[config.mk]
export PLATFORM = sky130hd
export DESIGN_NAME = sssr_regs
export DESIGN_NICKNAME = d
export VERILOG_FILES = /design/src/pkg/sssr_pkg.sv /design/src/design/sssr_regs.sv
export SDC_FILE = /design/constraint.sdc
export NUM_CORES = 1
export LEC_CHECK = 0
export ABC_CLOCK_PERIOD_IN_PS = 3210
export BUFFER_PORTS_ARGS = -buffer_cell sky130_fd_sc_hd__buf_4
export CORE_MARGIN = 2
export CORE_UTILIZATION = 35
export DETAILED_ROUTE_END_ITERATION = 12
export SLEW_MARGIN = 10
export SYNTH_ARGS = -nofsm -noshare
export SYNTH_HDL_FRONTEND = slang
export SYNTH_SLANG_ARGS = --single-unit
[constraint.sdc]
create_clock -name aclk -period 3.21 [get_ports aclk]
set_input_delay 0.4815 -clock aclk [delete_from_list [all_inputs] [get_ports aclk]]
set_output_delay 0.4815 -clock aclk [all_outputs]
set_load 0.02 [all_outputs]
[src/pkg/sssr_pkg.sv]
package sssr_pkg;

  // ==========================================================================
  // Register map: printed offsets are indices, byte address is four times.
  // ==========================================================================
  localparam logic [7:0] SSSR_IDX_SKEW = 8'h55;
  localparam logic [7:0] SSSR_IDX_STS1 = 8'h6e;
  localparam logic [7:0] SSSR_IDX_STS2 = 8'h6f;
  localparam int SSSR_ADDR_W = 12;
  localparam logic [11:0] SSSR_ADDR_SKEW = {2'h0, SSSR_IDX_SKEW, 2'h0};
  localparam logic [11:0] SSSR_ADDR_STS1 = {2'h0, SSSR_IDX_STS1, 2'h0};
  localparam logic [11:0] SSSR_ADDR_STS2 = {2'h0, SSSR_IDX_STS2, 2'h0};
  localparam logic [15:0] SSSR_SKEW_RESET = 16'h0000;

  // ==========================================================================
  // Field positions.
  // ==========================================================================
  localparam int SSSR_SKEW_A_LSB = 0;
  localparam int SSSR_SKEW_B_LSB = 4;
  localparam int SSSR_S1_MIRROR = 15;
  localparam int SSSR_S1_DOWNSHIFT = 14;
  localparam int SSSR_S1_REFCLK_OFF = 13;
  localparam int SSSR_S1_MAC_IF_OFF = 12;
  localparam int SSSR_S1_AUTOX_OFF = 10;
  localparam int SSSR_S1_FORCED_X = 9;
  localparam int SSSR_S1_HALF_DUP = 8;
  localparam int SSSR_S1_ANEG_OFF = 7;
  localparam int SSSR_S1_SPEED_LSB = 5;
  localparam int SSSR_S1_ADDR_LSB = 0;
  localparam int SSSR_S2_QLL = 10;
  localparam int SSSR_S2_TXDLY_LSB = 4;
  localparam int SSSR_S2_RXDLY_LSB = 0;

  // AXI4-Lite response codes.
  localparam logic [1:0] SSSR_RESP_OKAY = 2'h0;
  localparam logic [1:0] SSSR_RESP_SLVERR = 2'h2;

  // Strap pin levels, as they stand at the device pins.
  typedef struct packed {
    logic mirror_on;
    logic downshift_on;
    logic pin_refclk_output_off;
    logic pin_reduced_mac_if_off;
    logic pin_auto_crossover_off;
    logic pin_forced_crossover;
    logic pin_half_duplex;
    logic pin_autoneg_off;
    logic [1:0] pin_speed_choice_wide;
    logic [4:0] pin_mgmt_port_address;
    logic pin_quick_link_loss_on;
    logic [2:0] tx_clk_delay;
    logic [2:0] rx_clk_delay;
  } sssr_straps_t;

  typedef enum logic [1:0] {
    SSSR_LATCH = 2'b00,
    SSSR_RUN = 2'b01
  } sssr_phase_t;

endpackage

[src/design/sssr_regs.sv]
// Register access over AXI4-Lite was left to the implementer.
`timescale 1ns/1ps

module sssr_regs
  import sssr_pkg::*;
#(
  parameter bit LARGE_PKG = 1'b1
) (
  input wire logic aclk,
  input wire logic aresetn,
  input wire sssr_straps_t straps,
  input wire logic [3:0] rx_lane_a_align_cycles,
  input wire logic [3:0] rx_lane_b_align_cycles,
  input wire logic [SSSR_ADDR_W-1:0] s_axi_awaddr,
  input wire logic s_axi_awvalid,
  output logic s_axi_awready,
  input wire logic [31:0] s_axi_wdata,
  input wire logic [3:0] s_axi_wstrb,
  input wire logic s_axi_wvalid,
  output logic s_axi_wready,
  output logic [1:0] s_axi_bresp,
  output logic s_axi_bvalid,
  input wire logic s_axi_bready,
  input wire logic [SSSR_ADDR_W-1:0] s_axi_araddr,
  input wire logic s_axi_arvalid,
  output logic s_axi_arready,
  output logic [31:0] s_axi_rdata,
  output logic [1:0] s_axi_rresp,
  output logic s_axi_rvalid,
  input wire logic s_axi_rready
);

  // ==========================================================================
  // State.
  // ==========================================================================
  typedef struct packed {
    sssr_phase_t phase;
    logic [15:0] skew;
    logic [15:0] sts1;
    logic [15:0] sts2;
    logic aw_got;
    logic w_got;
    logic [SSSR_ADDR_W-1:0] awaddr;
    logic awready;
    logic wready;
    logic bvalid;
    logic [1:0] bresp;
    logic arready;
    logic rvalid;
    logic [31:0] rdata;
    logic [1:0] rresp;
  } sssr_state_t;

  sssr_state_t st_q;
  sssr_state_t st_d;
  logic [15:0] sts1_img;
  logic [15:0] sts2_img;
  logic wr_map;
  logic rd_map;

  // Strap images built from the pin levels per package option.
  always_comb begin
    sts1_img = 16'h0000;
    sts2_img = 16'h0000;
    sts1_img[SSSR_S1_MIRROR] = straps.mirror_on;
    sts1_img[SSSR_S1_DOWNSHIFT] = straps.downshift_on;
    sts1_img[SSSR_S1_MAC_IF_OFF] = straps.pin_reduced_mac_if_off;
    sts1_img[SSSR_S1_AUTOX_OFF] = straps.pin_auto_crossover_off;
    sts1_img[SSSR_S1_FORCED_X] = straps.pin_forced_crossover;
    sts1_img[SSSR_S1_HALF_DUP] = straps.pin_half_duplex;
    sts1_img[SSSR_S1_ANEG_OFF] = straps.pin_autoneg_off;
    sts2_img[SSSR_S2_QLL] = straps.pin_quick_link_loss_on;
    if (LARGE_PKG) begin
      sts1_img[SSSR_S1_REFCLK_OFF] = straps.pin_refclk_output_off;
      sts1_img[SSSR_S1_SPEED_LSB +: 2] =
        straps.pin_speed_choice_wide;
      sts1_img[SSSR_S1_ADDR_LSB +: 5] =
        straps.pin_mgmt_port_address;
    end else begin
      sts1_img[SSSR_S1_SPEED_LSB] = straps.pin_speed_choice_wide[0];
      sts1_img[SSSR_S1_ADDR_LSB +: 4] =
        straps.pin_mgmt_port_address[3:0];
      sts2_img[SSSR_S2_TXDLY_LSB +: 3] = straps.tx_clk_delay;
      sts2_img[SSSR_S2_RXDLY_LSB +: 3] = straps.rx_clk_delay;
    end
  end

  assign wr_map = (st_q.awaddr == SSSR_ADDR_SKEW) ||
                  (st_q.awaddr == SSSR_ADDR_STS1) ||
                  (st_q.awaddr == SSSR_ADDR_STS2);
  assign rd_map = (s_axi_araddr == SSSR_ADDR_SKEW) ||
                  (s_axi_araddr == SSSR_ADDR_STS1) ||
                  (s_axi_araddr == SSSR_ADDR_STS2);

  // ==========================================================================
  // Next state: strap latch, skew capture and the bus slave.
  // ==========================================================================
  always_comb begin
    st_d = st_q;
    // Skew readings follow the receiver every cycle.
    st_d.skew[SSSR_SKEW_A_LSB +: 4] = rx_lane_a_align_cycles;
    st_d.skew[SSSR_SKEW_B_LSB +: 4] = rx_lane_b_align_cycles;
    unique case (st_q.phase)
      SSSR_LATCH: begin
        // First edge after reset release captures the straps once.
        st_d.sts1 = sts1_img;
        st_d.sts2 = sts2_img;
        st_d.phase = SSSR_RUN;
      end
      SSSR_RUN: begin
        st_d.phase = SSSR_RUN;
      end
      default: begin
        st_d.phase = SSSR_LATCH;
      end
    endcase

    // Write channel: address and data accepted in either order.
    st_d.awready = 1'b0;
    st_d.wready = 1'b0;
    if (s_axi_awvalid && !st_q.aw_got && !st_q.bvalid &&
        !st_q.awready) begin
      st_d.awready = 1'b1;
    end
    if (s_axi_wvalid && !st_q.w_got && !st_q.bvalid && !st_q.wready) begin
      st_d.wready = 1'b1;
    end
    if (st_q.awready && s_axi_awvalid) begin
      st_d.aw_got = 1'b1;
      st_d.awaddr = s_axi_awaddr;
    end
    if (st_q.wready && s_axi_wvalid) begin
      st_d.w_got = 1'b1;
    end
    // Data and strobes are dropped: every register here is read-only.
    if (st_q.aw_got && st_q.w_got && !st_q.bvalid) begin
      st_d.bvalid = 1'b1;
      st_d.bresp = wr_map ? SSSR_RESP_OKAY : SSSR_RESP_SLVERR;
      st_d.aw_got = 1'b0;
      st_d.w_got = 1'b0;
    end
    if (st_q.bvalid && s_axi_bready) begin
      st_d.bvalid = 1'b0;
    end

    // Read channel.
    st_d.arready = 1'b0;
    if (s_axi_arvalid && !st_q.rvalid && !st_q.arready) begin
      st_d.arready = 1'b1;
    end
    if (st_q.arready && s_axi_arvalid) begin
      st_d.rvalid = 1'b1;
      st_d.rresp = rd_map ? SSSR_RESP_OKAY : SSSR_RESP_SLVERR;
      st_d.rdata = 32'h0000_0000;
      if (s_axi_araddr == SSSR_ADDR_SKEW) begin
        st_d.rdata[15:0] = st_q.skew;
      end else if (s_axi_araddr == SSSR_ADDR_STS1) begin
        st_d.rdata[15:0] = st_q.sts1;
      end else if (s_axi_araddr == SSSR_ADDR_STS2) begin
        st_d.rdata[15:0] = st_q.sts2;
      end
    end
    if (st_q.rvalid && s_axi_rready) begin
      st_d.rvalid = 1'b0;
    end
  end

  // Register the whole state.
  always_ff @(posedge aclk) begin
    if (!aresetn) begin
      st_q <= '0;
      st_q.phase <= SSSR_LATCH;
      st_q.skew <= SSSR_SKEW_RESET;
    end else begin
      st_q <= st_d;
    end
  end

  assign s_axi_awready = st_q.awready;
  assign s_axi_wready = st_q.wready;
  assign s_axi_bvalid = st_q.bvalid;
  assign s_axi_bresp = st_q.bresp;
  assign s_axi_arready = st_q.arready;
  assign s_axi_rvalid = st_q.rvalid;
  assign s_axi_rdata = st_q.rdata;
  assign s_axi_rresp = st_q.rresp;

  // ==========================================================================
  // Checks.
  // ==========================================================================
  a_skew_lane_a: assert property (@(posedge aclk) disable iff (!aresetn)
    $past(aresetn) |-> st_q.skew[3:0] == $past(rx_lane_a_align_cycles))
    else $error("lane A skew does not follow input");
  a_skew_lane_b: assert property (@(posedge aclk) disable iff (!aresetn)
    $past(aresetn) |-> st_q.skew[7:4] == $past(rx_lane_b_align_cycles))
    else $error("lane B skew does not follow input");
  a_skew_high_zero: assert property (@(posedge aclk) disable iff (!aresetn)
    st_q.skew[15:8] == 8'h00)
    else $error("skew reserved bits nonzero");
  a_strap_capture: assert property (@(posedge aclk) disable iff (!aresetn)
    st_q.phase == SSSR_LATCH |=> st_q.sts1 == $past(sts1_img) &&
    st_q.sts2 == $past(sts2_img))
    else $error("straps not captured at release");
  a_strap_hold: assert property (@(posedge aclk) disable iff (!aresetn)
    st_q.phase == SSSR_RUN |=> $stable(st_q.sts1) && $stable(st_q.sts2))
    else $error("strap image changed after capture");
  a_sts1_bit11: assert property (@(posedge aclk) disable iff (!aresetn)
    st_q.sts1[11] == 1'b0)
    else $error("status one bit 11 nonzero");
  a_sts2_resv: assert property (@(posedge aclk) disable iff (!aresetn)
    st_q.sts2[15:11] == 5'h00 && st_q.sts2[9:7] == 3'h0 &&
    st_q.sts2[3] == 1'b0)
    else $error("status two reserved bits nonzero");
  a_small_pkg_zero: assert property (@(posedge aclk) disable iff (!aresetn)
    !LARGE_PKG |-> st_q.sts1[6] == 1'b0 && st_q.sts1[4] == 1'b0 &&
    st_q.sts1[13] == 1'b0)
    else $error("small package reserved bits nonzero");
  a_large_pkg_zero: assert property (@(posedge aclk) disable iff (!aresetn)
    LARGE_PKG |-> st_q.sts2[6:0] == 7'h00)
    else $error("large package delay bits nonzero");
  a_read_answer: assert property (@(posedge aclk) disable iff (!aresetn)
    s_axi_arvalid && s_axi_arready |=> s_axi_rvalid)
    else $error("read answer missing");
  a_write_answer: assert property (@(posedge aclk) disable iff (!aresetn)
    st_q.aw_got && st_q.w_got && !st_q.bvalid |=> s_axi_bvalid)
    else $error("write answer missing");

  // ==========================================================================
  // Write channel checks: one-cycle readies, held response, no side effect.
  // ==========================================================================
  a_awready_pulse: assert property (@(posedge aclk) disable iff (!aresetn)
    s_axi_awready |=> !s_axi_awready)
    else $error("awready high two cycles");
  a_wready_pulse: assert property (@(posedge aclk) disable iff (!aresetn)
    s_axi_wready |=> !s_axi_wready)
    else $error("wready high two cycles");
  a_write_busy: assert property (@(posedge aclk) disable iff (!aresetn)
    s_axi_bvalid |-> !s_axi_awready && !s_axi_wready)
    else $error("write taken while response pending");
  a_bvalid_hold: assert property (@(posedge aclk) disable iff (!aresetn)
    s_axi_bvalid && !s_axi_bready |=> s_axi_bvalid)
    else $error("write response dropped early");
  a_bresp_hold: assert property (@(posedge aclk) disable iff (!aresetn)
    s_axi_bvalid && !s_axi_bready |=> $stable(s_axi_bresp))
    else $error("write response code changed");
  a_bvalid_drop: assert property (@(posedge aclk) disable iff (!aresetn)
    s_axi_bvalid && s_axi_bready |=> !s_axi_bvalid)
    else $error("write response not retired");
  a_write_okay: assert property (
    @(posedge aclk) disable iff (!aresetn)
    st_q.aw_got && st_q.w_got && !st_q.bvalid && wr_map |=>
    s_axi_bresp == SSSR_RESP_OKAY)
    else $error("mapped write not answered okay");
  a_write_error: assert property (@(posedge aclk) disable iff (!aresetn)
    st_q.aw_got && st_q.w_got && !st_q.bvalid && !wr_map |=>
    s_axi_bresp == SSSR_RESP_SLVERR)
    else $error("unmapped write not answered with error");
  a_write_no_effect: assert property (
    @(posedge aclk) disable iff (!aresetn)
    st_q.phase == SSSR_RUN && s_axi_wvalid && s_axi_wready |=>
    $stable(st_q.sts1) && $stable(st_q.sts2))
    else $error("write changed a strap image");
  a_awaddr_take: assert property (@(posedge aclk) disable iff (!aresetn)
    s_axi_awvalid && s_axi_awready |=> st_q.awaddr == $past(s_axi_awaddr))
    else $error("write address not captured");

  // ==========================================================================
  // Read channel checks: one-cycle arready, held data, decoded contents.
  // ==========================================================================
  a_arready_pulse: assert property (@(posedge aclk) disable iff (!aresetn)
    s_axi_arready |=> !s_axi_arready)
    else $error("arready high two cycles");
  a_read_busy: assert property (@(posedge aclk) disable iff (!aresetn)
    s_axi_rvalid |-> !s_axi_arready)
    else $error("read taken while data pending");
  a_rvalid_hold: assert property (@(posedge aclk) disable iff (!aresetn)
    s_axi_rvalid && !s_axi_rready |=> s_axi_rvalid)
    else $error("read data dropped early");
  a_rdata_hold: assert property (@(posedge aclk) disable iff (!aresetn)
    s_axi_rvalid && !s_axi_rready |=> $stable(s_axi_rdata))
    else $error("read data changed while pending");
  a_rvalid_drop: assert property (@(posedge aclk) disable iff (!aresetn)
    s_axi_rvalid && s_axi_rready |=> !s_axi_rvalid)
    else $error("read data not retired");
  a_rdata_upper: assert property (@(posedge aclk) disable iff (!aresetn)
    s_axi_rvalid |-> s_axi_rdata[31:16] == 16'h0000)
    else $error("read data upper half nonzero");
  a_read_error: assert property (@(posedge aclk) disable iff (!aresetn)
    s_axi_arvalid && s_axi_arready && !rd_map |=>
    s_axi_rresp == SSSR_RESP_SLVERR && s_axi_rdata == 32'h0000_0000)
    else $error("unmapped read not answered with error");
  a_read_skew: assert property (
    @(posedge aclk) disable iff (!aresetn)
    s_axi_arvalid && s_axi_arready && s_axi_araddr == SSSR_ADDR_SKEW |=>
    s_axi_rdata[15:0] == $past(st_q.skew))
    else $error("skew read returned wrong word");
  a_read_sts1: assert property (@(posedge aclk) disable iff (!aresetn)
    s_axi_arvalid && s_axi_arready && s_axi_araddr == SSSR_ADDR_STS1 |=>
    s_axi_rdata[15:0] == $past(st_q.sts1))
    else $error("status one read returned wrong word");
  a_read_sts2: assert property (@(posedge aclk) disable iff (!aresetn)
    s_axi_arvalid && s_axi_arready && s_axi_araddr == SSSR_ADDR_STS2 |=>
    s_axi_rdata[15:0] == $past(st_q.sts2))
    else $error("status two read returned wrong word");

  // ==========================================================================
  // Strap capture checks: each field against the pin level at release.
  // ==========================================================================
  a_mirror_bit: assert property (
    @(posedge aclk) disable iff (!aresetn)
    st_q.phase == SSSR_LATCH |=> st_q.sts1[15] == $past(straps.mirror_on))
    else $error("mirror strap bit wrong");
  a_downshift_bit: assert property (
    @(posedge aclk) disable iff (!aresetn)
    st_q.phase == SSSR_LATCH |=> st_q.sts1[14] == $past(straps.downshift_on))
    else $error("downshift strap bit wrong");
  a_refclk_bit: assert property (
    @(posedge aclk) disable iff (!aresetn)
    LARGE_PKG && st_q.phase == SSSR_LATCH |=>
    st_q.sts1[13] == $past(straps.pin_refclk_output_off))
    else $error("clock output strap bit wrong");
  a_mac_if_bit: assert property (
    @(posedge aclk) disable iff (!aresetn)
    st_q.phase == SSSR_LATCH |=>
    st_q.sts1[12] == $past(straps.pin_reduced_mac_if_off))
    else $error("MAC interface strap bit wrong");
  a_autox_bit: assert property (
    @(posedge aclk) disable iff (!aresetn)
    st_q.phase == SSSR_LATCH |=>
    st_q.sts1[10] == $past(straps.pin_auto_crossover_off))
    else $error("auto crossover strap bit wrong");
  a_forced_x_bit: assert property (
    @(posedge aclk) disable iff (!aresetn)
    st_q.phase == SSSR_LATCH |=>
    st_q.sts1[9] == $past(straps.pin_forced_crossover))
    else $error("forced crossover strap bit wrong");
  a_duplex_bit: assert property (
    @(posedge aclk) disable iff (!aresetn)
    st_q.phase == SSSR_LATCH |=> st_q.sts1[8] == $past(straps.pin_half_duplex))
    else $error("duplex strap bit wrong");
  a_aneg_bit: assert property (
    @(posedge aclk) disable iff (!aresetn)
    st_q.phase == SSSR_LATCH |=> st_q.sts1[7] == $past(straps.pin_autoneg_off))
    else $error("auto-negotiation strap bit wrong");
  a_large_speed: assert property (
    @(posedge aclk) disable iff (!aresetn)
    LARGE_PKG && st_q.phase == SSSR_LATCH |=>
    st_q.sts1[6:5] == $past(straps.pin_speed_choice_wide))
    else $error("wide speed field wrong");
  a_small_speed: assert property (
    @(posedge aclk) disable iff (!aresetn)
    !LARGE_PKG && st_q.phase == SSSR_LATCH |=>
    st_q.sts1[5] == $past(straps.pin_speed_choice_wide[0]))
    else $error("narrow speed bit wrong");
  a_large_addr: assert property (
    @(posedge aclk) disable iff (!aresetn)
    LARGE_PKG && st_q.phase == SSSR_LATCH |=>
    st_q.sts1[4:0] == $past(straps.pin_mgmt_port_address))
    else $error("five-bit address field wrong");
  a_small_addr: assert property (
    @(posedge aclk) disable iff (!aresetn)
    !LARGE_PKG && st_q.phase == SSSR_LATCH |=>
    st_q.sts1[3:0] == $past(straps.pin_mgmt_port_address[3:0]))
    else $error("four-bit address field wrong");
  a_quick_loss_bit: assert property (
    @(posedge aclk) disable iff (!aresetn)
    st_q.phase == SSSR_LATCH |=>
    st_q.sts2[10] == $past(straps.pin_quick_link_loss_on))
    else $error("quick link loss strap bit wrong");
  a_small_txdly: assert property (
    @(posedge aclk) disable iff (!aresetn)
    !LARGE_PKG && st_q.phase == SSSR_LATCH |=>
    st_q.sts2[6:4] == $past(straps.tx_clk_delay))
    else $error("transmit delay field wrong");
  a_small_rxdly: assert property (
    @(posedge aclk) disable iff (!aresetn)
    !LARGE_PKG && st_q.phase == SSSR_LATCH |=>
    st_q.sts2[2:0] == $past(straps.rx_clk_delay))
    else $error("receive delay field wrong");
  a_phase_run: assert property (@(posedge aclk) disable iff (!aresetn)
    st_q.phase == SSSR_LATCH |=> st_q.phase == SSSR_RUN)
    else $error("capture phase did not end");

endmodule

==> summary.md, run 1 <==
| Metric | Value |
|---|---|
| Total iterations of the first detailed-routing run | 5 |
| Met3 routed WL | around 360 um |
| Layout cells sized above 1 | ~29% |
| Worst Path Required | ~3.5 ns |
| Post-DP HPWL | approximately 3.8 mm |
| Area share of and/or/nand/nor cells after synthesis | between 20 and 25% |
| Status | completed |
| Worst Path Max Fanout | 8 |
| Top delay family on crit path | simple AND/OR/NAND/NOR gates |
| Layout area overhead | 24.5% |
| Yosys cell types | 36 |
| Length of routed wiring on met1 | around 2.5 mm |
| Post-CTS repair timing setup buffer count | 0 |
| Synthesized flop and latch total | 61 |
| Dpl ws | ~1.2 ns |
| Synth Area in Compound Gates | roughly an eighth |
| CTS Buffer Depth | 2 |
| Slew @ Worst Pin | just under 1 ns |
| Clk slew on worst S/H paths | approximately 0.08 ns |
| Slowest CP cell | or4b_4 |
| Worst path depth | 5 |
| Hold path start | rx_lane_b_align_cycles[1] |
| Number of port buffers | 76 |
| Worst endpoint data arrival time | just under 2 ns |
| Routability cong. | 0.747 |
| Hold depth | 2 |
| Io pins | 138 |
| Drt drc | 0 |
| Total power | between 0.0015 and 0.002 W |
| Setup CP Type | input port to flip-flop |
| Syn Area/Cell | between 9 and 10 um2 |
| Tcrit/Tclk final | 52.0% |
| Flop2flop setup slack | between 1.5 and 2 ns |
| R2R Path Start | s_axi_arready$_SDFF_PN0_ |
| Post-Syn Area | approximately 2700 um2 |
| Met2 wire len | 2.51 mm |
| Synth Area in Adders | 0% |
| CTS Hold Buffers Added | 0 |
| Top layer used by detailed routing | met4 |
| GRT overflow | 0 |
| Antenna Cells | 0 |
| Die area | 8290 um2 |
| Fin nets | 434 |
| Sequential element share of the synthesized area | 46.0% |
| Largest net degree at the start of global routing | 66 |
| Peak supply drop | around 0.29 mV |
| Core Util, Final | 45.3% |
| H-tree levels | 3 |
| CTS buffer count | 9 |
| Drt total wl | about 5.4 mm |
| Top FF cell, synth | dfxtp_1 |
| Setup crit start kind | input port |
| Multiplexer share of the synthesized area | under 10% |
| FMAX | between 0.5 and 0.6 GHz |
| Crit path capture type | flip-flop |
| Worst reg2reg endpoint | s_axi_rdata[0]$_SDFFE_PN0P_ |
| CTS tree | done |
| Vias | between 1.5k and 2k |
| Endpoints failing hold | 0 |
| WL per Instance | 12.3 um |
| Final Setup Violations | 0 |
| Final setup TNS | 0 ns |
| Max-Cap Viols | 0 |
| Syn Inst Count | about 280 |
| ANT nets after route | 0 |
| Via density per instance | ~4.5 |
| First-pass GRT wire length | slightly below 9 mm |
| Hold Path Class | input port to flip-flop |
| Max-slew violation count | 0 |
| CTS Root Buffer Type | clkbuf_8 |
| Buf/Inv on CP | 1 |
| Vias in the first global route | ~1.9k |
| Cts repair resizes | 0 |
| R2r worst-path depth | 5 |
| Ys Warns | 0 |
| Die X | around 91 um |
| Setup Skew | ~0.0062 ns |
| Worst skew pair latency | around 0.34 ns |
| Tot GR Track Use | approximately 14% |
| Starting density of the core | 36.4% |
| Power Dens Cells | 499 nW/um2 |
| Leak | ~1.4 nW |
| Largest family of logic cells by synthesized area | simple AND/OR/NAND/NOR gates |
| Clock Sinks | between 60 and 70 |
| Die H | just over 90 um |
| DRT iter0 DRCs | just under 50 |
| Max stage delay on crit path | 0.56 ns |
| Post-Synth XOR/XNOR Area | 0% |
| Worst Setup SP | s_axi_araddr[0] |
| Post-synth EDFFs | 0 |
| Async set-or-reset flop fraction in the synthesized netlist | 0% |
| Site Rows | 31 |
| Relative slew slack | 34.6% |
| CP endpoint | s_axi_rdata[7]$_SDFFE_PN0P_ |
| Initial antenna violation count | 0 |
| DP Area | 3100 um2 |
| Worst path cell trace | buf_4, or4b_4, nor4_4, nand2_1, a21boi_1 |
| RSZ-0062 raised after global routing | no |
| Design area | about 3300 um2 |
| Minimum clock period | ~1.7 ns |
| Core area | about 7300 um2 |
| Min setup slack post-route | ~1.5 ns |
## worst register-to-register path: stages (launching register included)
cell,delay (ns)
dfxtp_1,0.38
nand2_1,0.31
buf_4,0.32
nor3b_1,0.26
a32oi_1,0.14
a21boi_1,0.14
## worst min path at each step
stage | endpoint | slack, ns
floorplan | s_axi_rdata[0]$_SDFFE_PN0P_ | 0.42
global route | st_q[92]$_SDFF_PN0_ | 0.32
detailed placement | s_axi_rdata[4]$_SDFFE_PN0P_ | 0.43
global placement | s_axi_rdata[4]$_SDFFE_PN0P_ | 0.43
CTS | st_q[87]$_SDFF_PN0_ | 0.32
finish | st_q[92]$_SDFF_PN0_ | 0.34
## kinds of logic (layout without fill, tap and decap cells)
group                  count (synthesis)  in the layout
AOI/OAI and AO/OA                     44             44
buffers and inverters                 52             94
DFF                                   61             61
muxes                                 18             18
other                                  1             19
and+or+nand+nor                      106            106
## flip-flops by register name, indices dropped and copies added (netlist names)
| register | flops |
|---|---|
| s_axi_bresp | 1 |
| s_axi_bvalid | 1 |
| s_axi_rvalid | 1 |
| s_axi_awready | 1 |
| s_axi_arready | 1 |
| s_axi_rdata | 15 |
| s_axi_wready | 1 |
| st_q | 39 |
| s_axi_rresp | 1 |
## placed cells by master (no fill, tap or decap), types with 2 or more instances in the layout
cell type,count
mux2i_1,17
clkbuf_8,10
conb_1,19
o21ai_0,4
nor2b_1,18
nand2b_1,2
a32oi_1,9
nand4b_1,2
nand2_1,41
nand3_1,6
dfxtp_1,61
a21boi_1,12
buf_4,77
a21oi_1,2
and2_1,10
nor2_1,6
clkinv_4,2
nor4b_1,3
or3b_2,2
nor3b_1,8
a21boi_0,8
clkinvlp_4,2
o21ai_1,6
## cell type report
| class | count | area, um2 |
|---|---|---|
| inverter | 1 | 3.75 |
| timing repair buffer | 77 | 578 |
| tap | 99 | 124 |
| sequential | 61 | 1220 |
| clock buffer | 10 | 138 |
| clock inverter | 6 | 71.3 |
| multi-input combinational | 187 | 1170 |
| fill | 765 | 3990 |
## synthesized netlist by cell type, types with 2 or more instances
library cell  count  area share (%)
nor2b_1          18             4.2
a21boi_1         12             3.4
clkbuf_1         13             1.8
mux2i_1          17             6.4
nor4b_1           3            0.99
nor3b_1           8             2.3
buf_4            36              10
o21ai_0           4            0.75
nand2_1          41             5.8
and2_1           10             2.4
nor2_1            6            0.85
dfxtp_1          61              46
nand2b_1          2            0.47
or3b_2            2            0.66
nand4b_1          2            0.66
a32oi_1           9             3.0
a21oi_1           2            0.38
o21ai_1           6             1.1
nand3_1           6             1.1
a21boi_0          8             2.3
## power breakdown
part	total [W]	internal, W	switching (W)
registers	0.000803	0.000785	0.0000187
logic	0.000153	0.0000811	0.0000722
clock network	0.000693	0.000384	0.000308
total	0.00165	0.00125	0.000399
## metal layers
metal  track usage [%]  vias to the layer above
li1                  -                     1016
met1              16.5                      881
met2              21.2                       58
met3              6.47                        9
met4              4.29                        0
met5                 0                        -
## stage by stage
step           cells  hold slack (ns)
6_report         441            0.342
3_5_place_dp     425            0.427
5_1_grt          441            0.319
3_3_place_gp     425            0.428
4_1_cts          441            0.323
2_1_floorplan    300            0.421
Power figures use the tool's default switching activity.
==> inputs of run 2 (changes only) <==
--- a/config.mk
+++ b/config.mk
@@ -5,11 +5,12 @@
 export SDC_FILE = /design/constraint.sdc
 export NUM_CORES = 1
 export LEC_CHECK = 0
-export ABC_CLOCK_PERIOD_IN_PS = 3210
+export ABC_CLOCK_PERIOD_IN_PS = 1500
 export BUFFER_PORTS_ARGS = -buffer_cell sky130_fd_sc_hd__buf_4
 export CORE_MARGIN = 2
 export CORE_UTILIZATION = 35
 export DETAILED_ROUTE_END_ITERATION = 12
+export PLACE_DENSITY = 0.67
 export SLEW_MARGIN = 10
 export SYNTH_ARGS = -nofsm -noshare
 export SYNTH_HDL_FRONTEND = slang
==> constraint.sdc (replaced) <==
create_clock -name aclk -period 1.5 [get_ports aclk]
set_input_delay 0.225 -clock aclk [delete_from_list [all_inputs] [get_ports aclk]]
set_output_delay 0.225 -clock aclk [all_outputs]
set_load 0.02 [all_outputs]
==> run 2 against run 1 <==
Net effect: sequential share of layout area shrank 1.4 points; critical path depth is the same; clock power grew to 2.6 times the previous value; power grew 130%; critical path type unchanged; core utilization grew 1.7 points; global-route usage shrank 0.67 points; worst setup slack lost 1.3 ns; clock skew shrank 0.0023 ns; flip-flop and latch count is the same; cell count grew 2.3%; hold slack lost 0.24 ns.
==> summary.md, run 2 (synthesized netlist as in run 1, its figures left out) <==
| Metric | Value |
|---|---|
| Status | completed |
| Via density per instance | 4.48 (+0.57%) |
| CTS Root Buffer Type | clkbuf_8 |
| Site Rows | 31 (unchanged) |
| Layout cells sized above 1 | 31.0% (+2.0 points) |
| Drt total wl | 5.33 mm (-1.6%) |
| Most common cell after layout, fill and taps aside | buf_4 |
| Setup crit start kind | input port |
| Leak | 1.45 nW (+5.3%) |
| Endpoints failing hold | 0 (unchanged) |
| Worst Path Max Fanout | 6 (-2) |
| Tcrit/Tclk final | 87.0% |
| FILL cells | 737 (-3.7%) |
| CTS Hold Buffers Added | 0 (unchanged) |
| Total iterations of the first detailed-routing run | 4 (-1) |
| Tot GR Track Use | 12.9% (-0.67 points) |
| Power Dens Cells | 1120 nW/um2 (+120%) |
| Worst Path Required | 1.76 ns (-1.72 ns) |
| Worst hold slack | 0.100 ns (-0.241 ns) |
| Die X | 91.1 um (unchanged) |
| Final setup TNS | 0 ns (unchanged) |
| Worst skew pair latency | 0.33 ns (about the same) |
| Sw Ratio | 21.8% (-2.4 points) |
| H-tree levels | 3 (unchanged) |
| Buf/Inv on CP | 1 (unchanged) |
| Drt drc | 0 (unchanged) |
| Antenna Cells | 0 (unchanged) |
| Largest net degree at the start of global routing | 39 (-41%) |
| Vias | 2,020 (+2.9%) |
| Die H | 91.1 um (unchanged) |
| Post-DP HPWL | 3.88 mm (+2.3%) |
| Worst path cell trace | buf_4, or4b_4, nor3_2, nand3b_1, o21ai_1 |
| Io pins | 138 (unchanged) |
| Clk slew on worst S/H paths | 0.07 ns (about the same) |
| Core Util, Final | 47.0% (+1.7 points) |
| WL per Instance | 11.8 um (-3.8%) |
| Most flop-heavy register | st_q |
| Core area | 7290 um2 (unchanged) |
| Storage cell area | 1220 um2 (unchanged) |
| Sw Pwr | 0.000839 W (+110%) |
| Max FFs per register | 39 (unchanged) |
| CTS buffer count | 9 (unchanged) |
| Clock Power Share | 46.4% (+4.4 points) |
| Internal power | 0.00301 W (+140%) |
| DRT iter0 DRCs | 46 (-6.1%) |
| Dpl ws | -0.172 ns (-1.35 ns) |
| Cts repair resizes | 0 (unchanged) |
| Setup CP Type | input port to flip-flop |
| Crit path capture type | flip-flop |
| Min setup slack post-route | 0.195 ns (-1.35 ns) |
| Clock Sinks | 61 (unchanged) |
| Initial antenna violation count | 0 (unchanged) |
| Top delay family on crit path | simple AND/OR/NAND/NOR gates |
| Peak supply drop | 0.593 mV (+110%) |
| CTS tree | done |
| Die area | 8290 um2 (unchanged) |
| Vias in the first global route | 1,842 (-2.4%) |
| Minimum clock period | 1.31 ns |
| Starting density of the core | 36.4% (unchanged) |
| ANT nets after route | 0 (unchanged) |
| Layout area overhead | 29.3% |
| Final Setup Violations | 0 (unchanged) |
| Routability cong. | 0.731 (-2.1%) |
| GRT overflow | 0 (unchanged) |
| Fin nets | 444 (+2.3%) |
| FMAX | 0.766 GHz |
| Post-CTS repair timing setup buffer count | 0 (unchanged) |
| Max stage delay on crit path | 0.56 ns (about the same) |
| Combinational Power Share | 9.2% (about the same) |
| Max-slew violation count | 0 (unchanged) |
| CTS Buffer Depth | 2 (unchanged) |
| Sequential Power Share | 44.4% (-4.3 points) |
| Most frequent cells in the layout | 86 x buf_4, 61 x dfxtp_1, 41 x nand2_1 |
| First-pass GRT wire length | 8.56 mm (-3.1%) |
| Placed Cells | 435 (+2.4%) |
| Worst endpoint data arrival time | 1.56 ns (-0.38 ns) |
| Final non-filler cell total | 451 (+2.3%) |
| Max-Cap Viols | 0 (unchanged) |
| Number of port buffers | 76 (unchanged) |
| Setup Skew | 0.00393 ns (-0.00229 ns) |
| Area of the multi-input gates | 1170 um2 (unchanged) |
| Slowest CP cell | or4b_4 |
| Hold Path Class | input port to flip-flop |
| RSZ-0062 raised after global routing | no |
run 2: worst paths after layout:
kind	start	end	slack [ns]	depth (start not counted)
max	s_axi_araddr[0]	s_axi_rdata[13]$_SDFFE_PN0P_	0.19	5
min	rx_lane_b_align_cycles[1]	st_q[92]$_SDFF_PN0_	0.10	2
max reg2reg	s_axi_arready$_SDFF_PN0_	s_axi_rdata[6]$_SDFFE_PN0P_	0.24	5
min reg2reg	st_q[93]$_SDFF_PN0_	s_axi_rdata[6]$_SDFFE_PN0P_	0.44	2
run 2: layout make-up:
type	instances	area share, %
sequential	61	35.6
inverter	1	0.109
clock buffer	10	4.01
multi-input combinational	187	34.1
tap	99	3.61
timing repair buffer	87	19.4
clock inverter	6	3.21
run 2: per-stage QoR:
stage / area, um2 / power, W
after floorplan: 2720 / 0.00197
after global placement: 3180 / 0.00210
after detailed placement: 3180 / 0.00210
after CTS: 3430 / 0.00390
after global routing: 3430 / 0.00402
final: 3430 / 0.00385
run 2: metal layers:
metal	global-route usage [%]	vias up	routed length (um)
met4	6.19	0	122
met2	20.5	56	2500
met3	3.07	12	227
met1	16.4	914	2480
met5	0	-	0
li1	-	1038	-
run 2: power by group through the flow:
stage	sequential, W	combinational [W]	clock, W
2_1_floorplan	0.00174	0.000230	0
3_3_place_gp	0.00174	0.000352	0
3_5_place_dp	0.00175	0.000358	0
4_1_cts	0.00171	0.000358	0.00184
5_1_grt	0.00172	0.000387	0.00192
6_report	0.00171	0.000353	0.00179
==> inputs of run 3 (changes only) <==
--- a/config.mk
+++ b/config.mk
@@ -10,6 +10,7 @@
 export CORE_MARGIN = 2
 export CORE_UTILIZATION = 35
 export DETAILED_ROUTE_END_ITERATION = 12
+export GPL_TIMING_DRIVEN = 0
 export PLACE_DENSITY = 0.67
 export SLEW_MARGIN = 10
 export SYNTH_ARGS = -nofsm -noshare
==> run 3 against run 2 <==
Net effect: register-to-register slack got worse by 0.10 ns; highest routed layer unchanged; critical path depth did not move; routed wire length is 11% higher; worst setup slack worse by 0.097 ns; core utilization up 2.6 points; critical endpoint is now s_axi_rdata[7]$_SDFFE_PN0P_; maximum frequency shrank 6.9%; clock power shrank 23%; via count up 6.0%.
==> summary.md, run 3 (synthesized netlist as in run 1, its figures left out) <==
| Metric | Value |
|---|---|
| Status | completed |
| Buf/Inv on CP | 1 (unchanged) |
| Clock Sinks | 61 (unchanged) |
| Worst endpoint data arrival time | 1.66 ns (+0.10 ns) |
| Sw Ratio | 22.7% (+0.90 points) |
| Die area | 8290 um2 (unchanged) |
| Antenna Cells | 0 (unchanged) |
| Largest net degree at the start of global routing | 11 (-72%) |
| CTS buffer count | 9 (unchanged) |
| Starting density of the core | 36.4% (unchanged) |
| Slew @ Worst Pin | about 0.53 ns |
| Layout cells sized above 1 | 34.9% (+3.9 points) |
| Setup Skew | 0.00638 ns (+0.00245 ns) |
| Hold depth | 2 (unchanged) |
| Max-slew violation count | 0 (unchanged) |
| Area of the multi-input gates | 1180 um2 (+1.1%) |
| Storage cell area | 1220 um2 (unchanged) |
| Most frequent cells in the layout | 112 x buf_4, 61 x dfxtp_1, 40 x nand2_1 |
| FMAX | 0.713 GHz (-6.9%) |
| Most flop-heavy register | st_q |
| Routability cong. | 0.784 (+7.1%) |
| Vias | 2,141 (+6.0%) |
| Top delay family on crit path | simple AND/OR/NAND/NOR gates |
| Max-Cap Viols | 0 (unchanged) |
| Max stage delay on crit path | 0.56 ns (about the same) |
| Worst path cell trace | buf_4, or4b_4, nor2_1, a32oi_1, a21boi_1 |
| Die H | 91.1 um (unchanged) |
| Hold Path Class | input port to flip-flop |
| Post-DP HPWL | 4.51 mm (+16%) |
| Relative slew slack | roughly 64% |
| Power Dens Cells | 961 nW/um2 (-14%) |
| Peak supply drop | 0.489 mV (-18%) |
| Total iterations of the first detailed-routing run | 4 (unchanged) |
| ANT nets after route | 0 (unchanged) |
| Minimum clock period | 1.40 ns (+0.0966 ns) |
| Worst reg2reg endpoint | s_axi_rdata[3]$_SDFFE_PN0P_ |
| Final setup TNS | 0 ns (unchanged) |
| Site Rows | 31 (unchanged) |
| Vias in the first global route | 2,107 (+14%) |
| Combinational Power Share | 11.4% (+2.2 points) |
| Tcrit/Tclk final | 93.4% (+6.4 points) |
| Slowest CP cell | or4b_4 |
| Flop2flop setup slack | 0.14 ns (-0.10 ns) |
| FILL cells | 730 (-0.95%) |
| RSZ-0062 raised after global routing | no |
| Fin nets | 484 (+9.0%) |
| CTS Buffer Depth | 2 (unchanged) |
| Drt drc | 0 (unchanged) |
| Final Setup Violations | 0 (unchanged) |
| WL per Instance | 12.1 um (+2.3%) |
| Dpl ws | -0.275 ns (-0.102 ns) |
| Worst Path Required | 1.76 ns (about the same) |
| Clock Power Share | 39.3% (-7.1 points) |
| Worst skew pair latency | 0.33 ns (about the same) |
| R2R Path Start | s_axi_arready$_SDFF_PN0_ |
| Sw Pwr | 0.000790 W (-5.9%) |
| Internal power | 0.00269 W (-11%) |
| Most common cell after layout, fill and taps aside | buf_4 |
| Initial antenna violation count | 0 (unchanged) |
| Leak | 1.59 nW (+9.8%) |
| DRT iter0 DRCs | 75 (+63%) |
| Die X | 91.1 um (unchanged) |
| Layout area overhead | 36.4% |
| Io pins | 138 (unchanged) |
| Max FFs per register | 39 (unchanged) |
| Via density per instance | 4.38 (-2.2%) |
| Core Util, Final | 49.6% (+2.6 points) |
| Setup CP Type | input port to flip-flop |
| Worst Path Max Fanout | 8 (+2) |
| Drt total wl | 5.91 mm (+11%) |
| Clk slew on worst S/H paths | 0.06 ns (about the same) |
| Crit path capture type | flip-flop |
| First-pass GRT wire length | 9.89 mm (+16%) |
| CTS Root Buffer Type | clkbuf_8 |
| R2r worst-path depth | 5 (unchanged) |
| Worst path depth | 5 (unchanged) |
| Hold path start | rx_lane_a_align_cycles[0] |
| Sequential Power Share | 49.3% (+4.9 points) |
| Core area | 7290 um2 (unchanged) |
| Number of port buffers | 76 (unchanged) |
| CTS tree | done |
| H-tree levels | 3 (unchanged) |
| Min setup slack post-route | 0.0983 ns (-0.0966 ns) |
| Hold Crit Endpoint | st_q[87]$_SDFF_PN0_ |
| GRT overflow | 0 (unchanged) |
| Tot GR Track Use | 15.1% (+2.2 points) |
| Endpoints failing hold | 0 (unchanged) |
| Setup crit start kind | input port |
run 3: changes by cell type in the layout (fill, tap and decap cells not counted), moves of 2 or more:
cell	change
buf_4	+26
clkbuf_1	+12
buf_2	+2
bufinv_16	-2
clkinvlp_4	-2
nor3b_1	-2
nor3b_2	+2
run 3: what timing repair did:
| item | in CTS | in global routing |
|---|---|---|
| hold endpoints to repair | 1 | 0 |
| pin swaps | 0 | 1 |
| setup endpoints to repair | 15 | 10 |
| gates resized for setup | 3 | 4 |
| hold buffers | 1 | 0 |
| setup buffers | 0 | 0 |
run 3: how the worst max path moves through the flow:
| stage | from | end | slack [ns] |
|---|---|---|---|
| after global placement | s_axi_araddr[0] | s_axi_rdata[5]$_SDFFE_PN0P_ | -0.24 |
| after floorplan | s_axi_araddr[0] | s_axi_rdata[5]$_SDFFE_PN0P_ | 0.04 |
| final | s_axi_araddr[0] | s_axi_rdata[7]$_SDFFE_PN0P_ | 0.1 |
| after detailed placement | s_axi_arvalid | s_axi_rdata[3]$_SDFFE_PN0P_ | -0.27 |
| after CTS | s_axi_arready$_SDFF_PN0_ | s_axi_rdata[4]$_SDFFE_PN0P_ | 0.02 |
| after global routing | s_axi_araddr[9] | s_axi_rdata[1]$_SDFFE_PN0P_ | 0.01 |
run 3: through the flow:
stage | hold WS (ns) | cell area [um2] | power (W) | instances
2_1_floorplan | 0.253 | 2720 | 0.00197 | 300
3_3_place_gp | 0.339 | 3420 | 0.00214 | 475
3_5_place_dp | 0.341 | 3420 | 0.00215 | 475
4_1_cts | 0.0880 | 3610 | 0.00352 | 489
5_1_grt | 0.0905 | 3620 | 0.00364 | 489
6_report | 0.102 | 3620 | 0.00348 | 489
run 3: power by group through the flow:
stage	registers, W	clock network (W)	logic [W]
finish	0.00172	0.00137	0.000396
global route	0.00172	0.00148	0.000435
CTS	0.00172	0.00141	0.000398
detailed placement	0.00175	0	0.000399
global placement	0.00174	0	0.000392
floorplan	0.00174	0	0.000230
run 3: final cells by class:
type / count / share of cell area, %
flip-flops and latches: 61 / 33.7
multi-input cells: 187 / 32.6
repair buffers: 77 / 16.0
plain buffers: 50 / 9.09
clock buffers: 12 / 4.01
well taps: 99 / 3.42
clock inverters: 2 / 0.968
inverters: 1 / 0.104
run 3: worst reg2reg max path: stages (launching register included):
cell and delay [ns]:
dfxtp_1 0.40, nand2_2 0.15, clkbuf_4 0.23, buf_2 0.21, a32oi_1 0.17, a21boi_1 0.08
run 3: layer usage:
| layer | up-vias | track usage, % | share of wire [%] |
|---|---|---|---|
| li1 | 1119 | - | - |
| met1 | 951 | 18.6 | 44 |
| met2 | 61 | 24.4 | 49 |
| met3 | 10 | 4.73 | 5.0 |
| met4 | 0 | 6.19 | 2.1 |
| met5 | - | 0 | 0 |
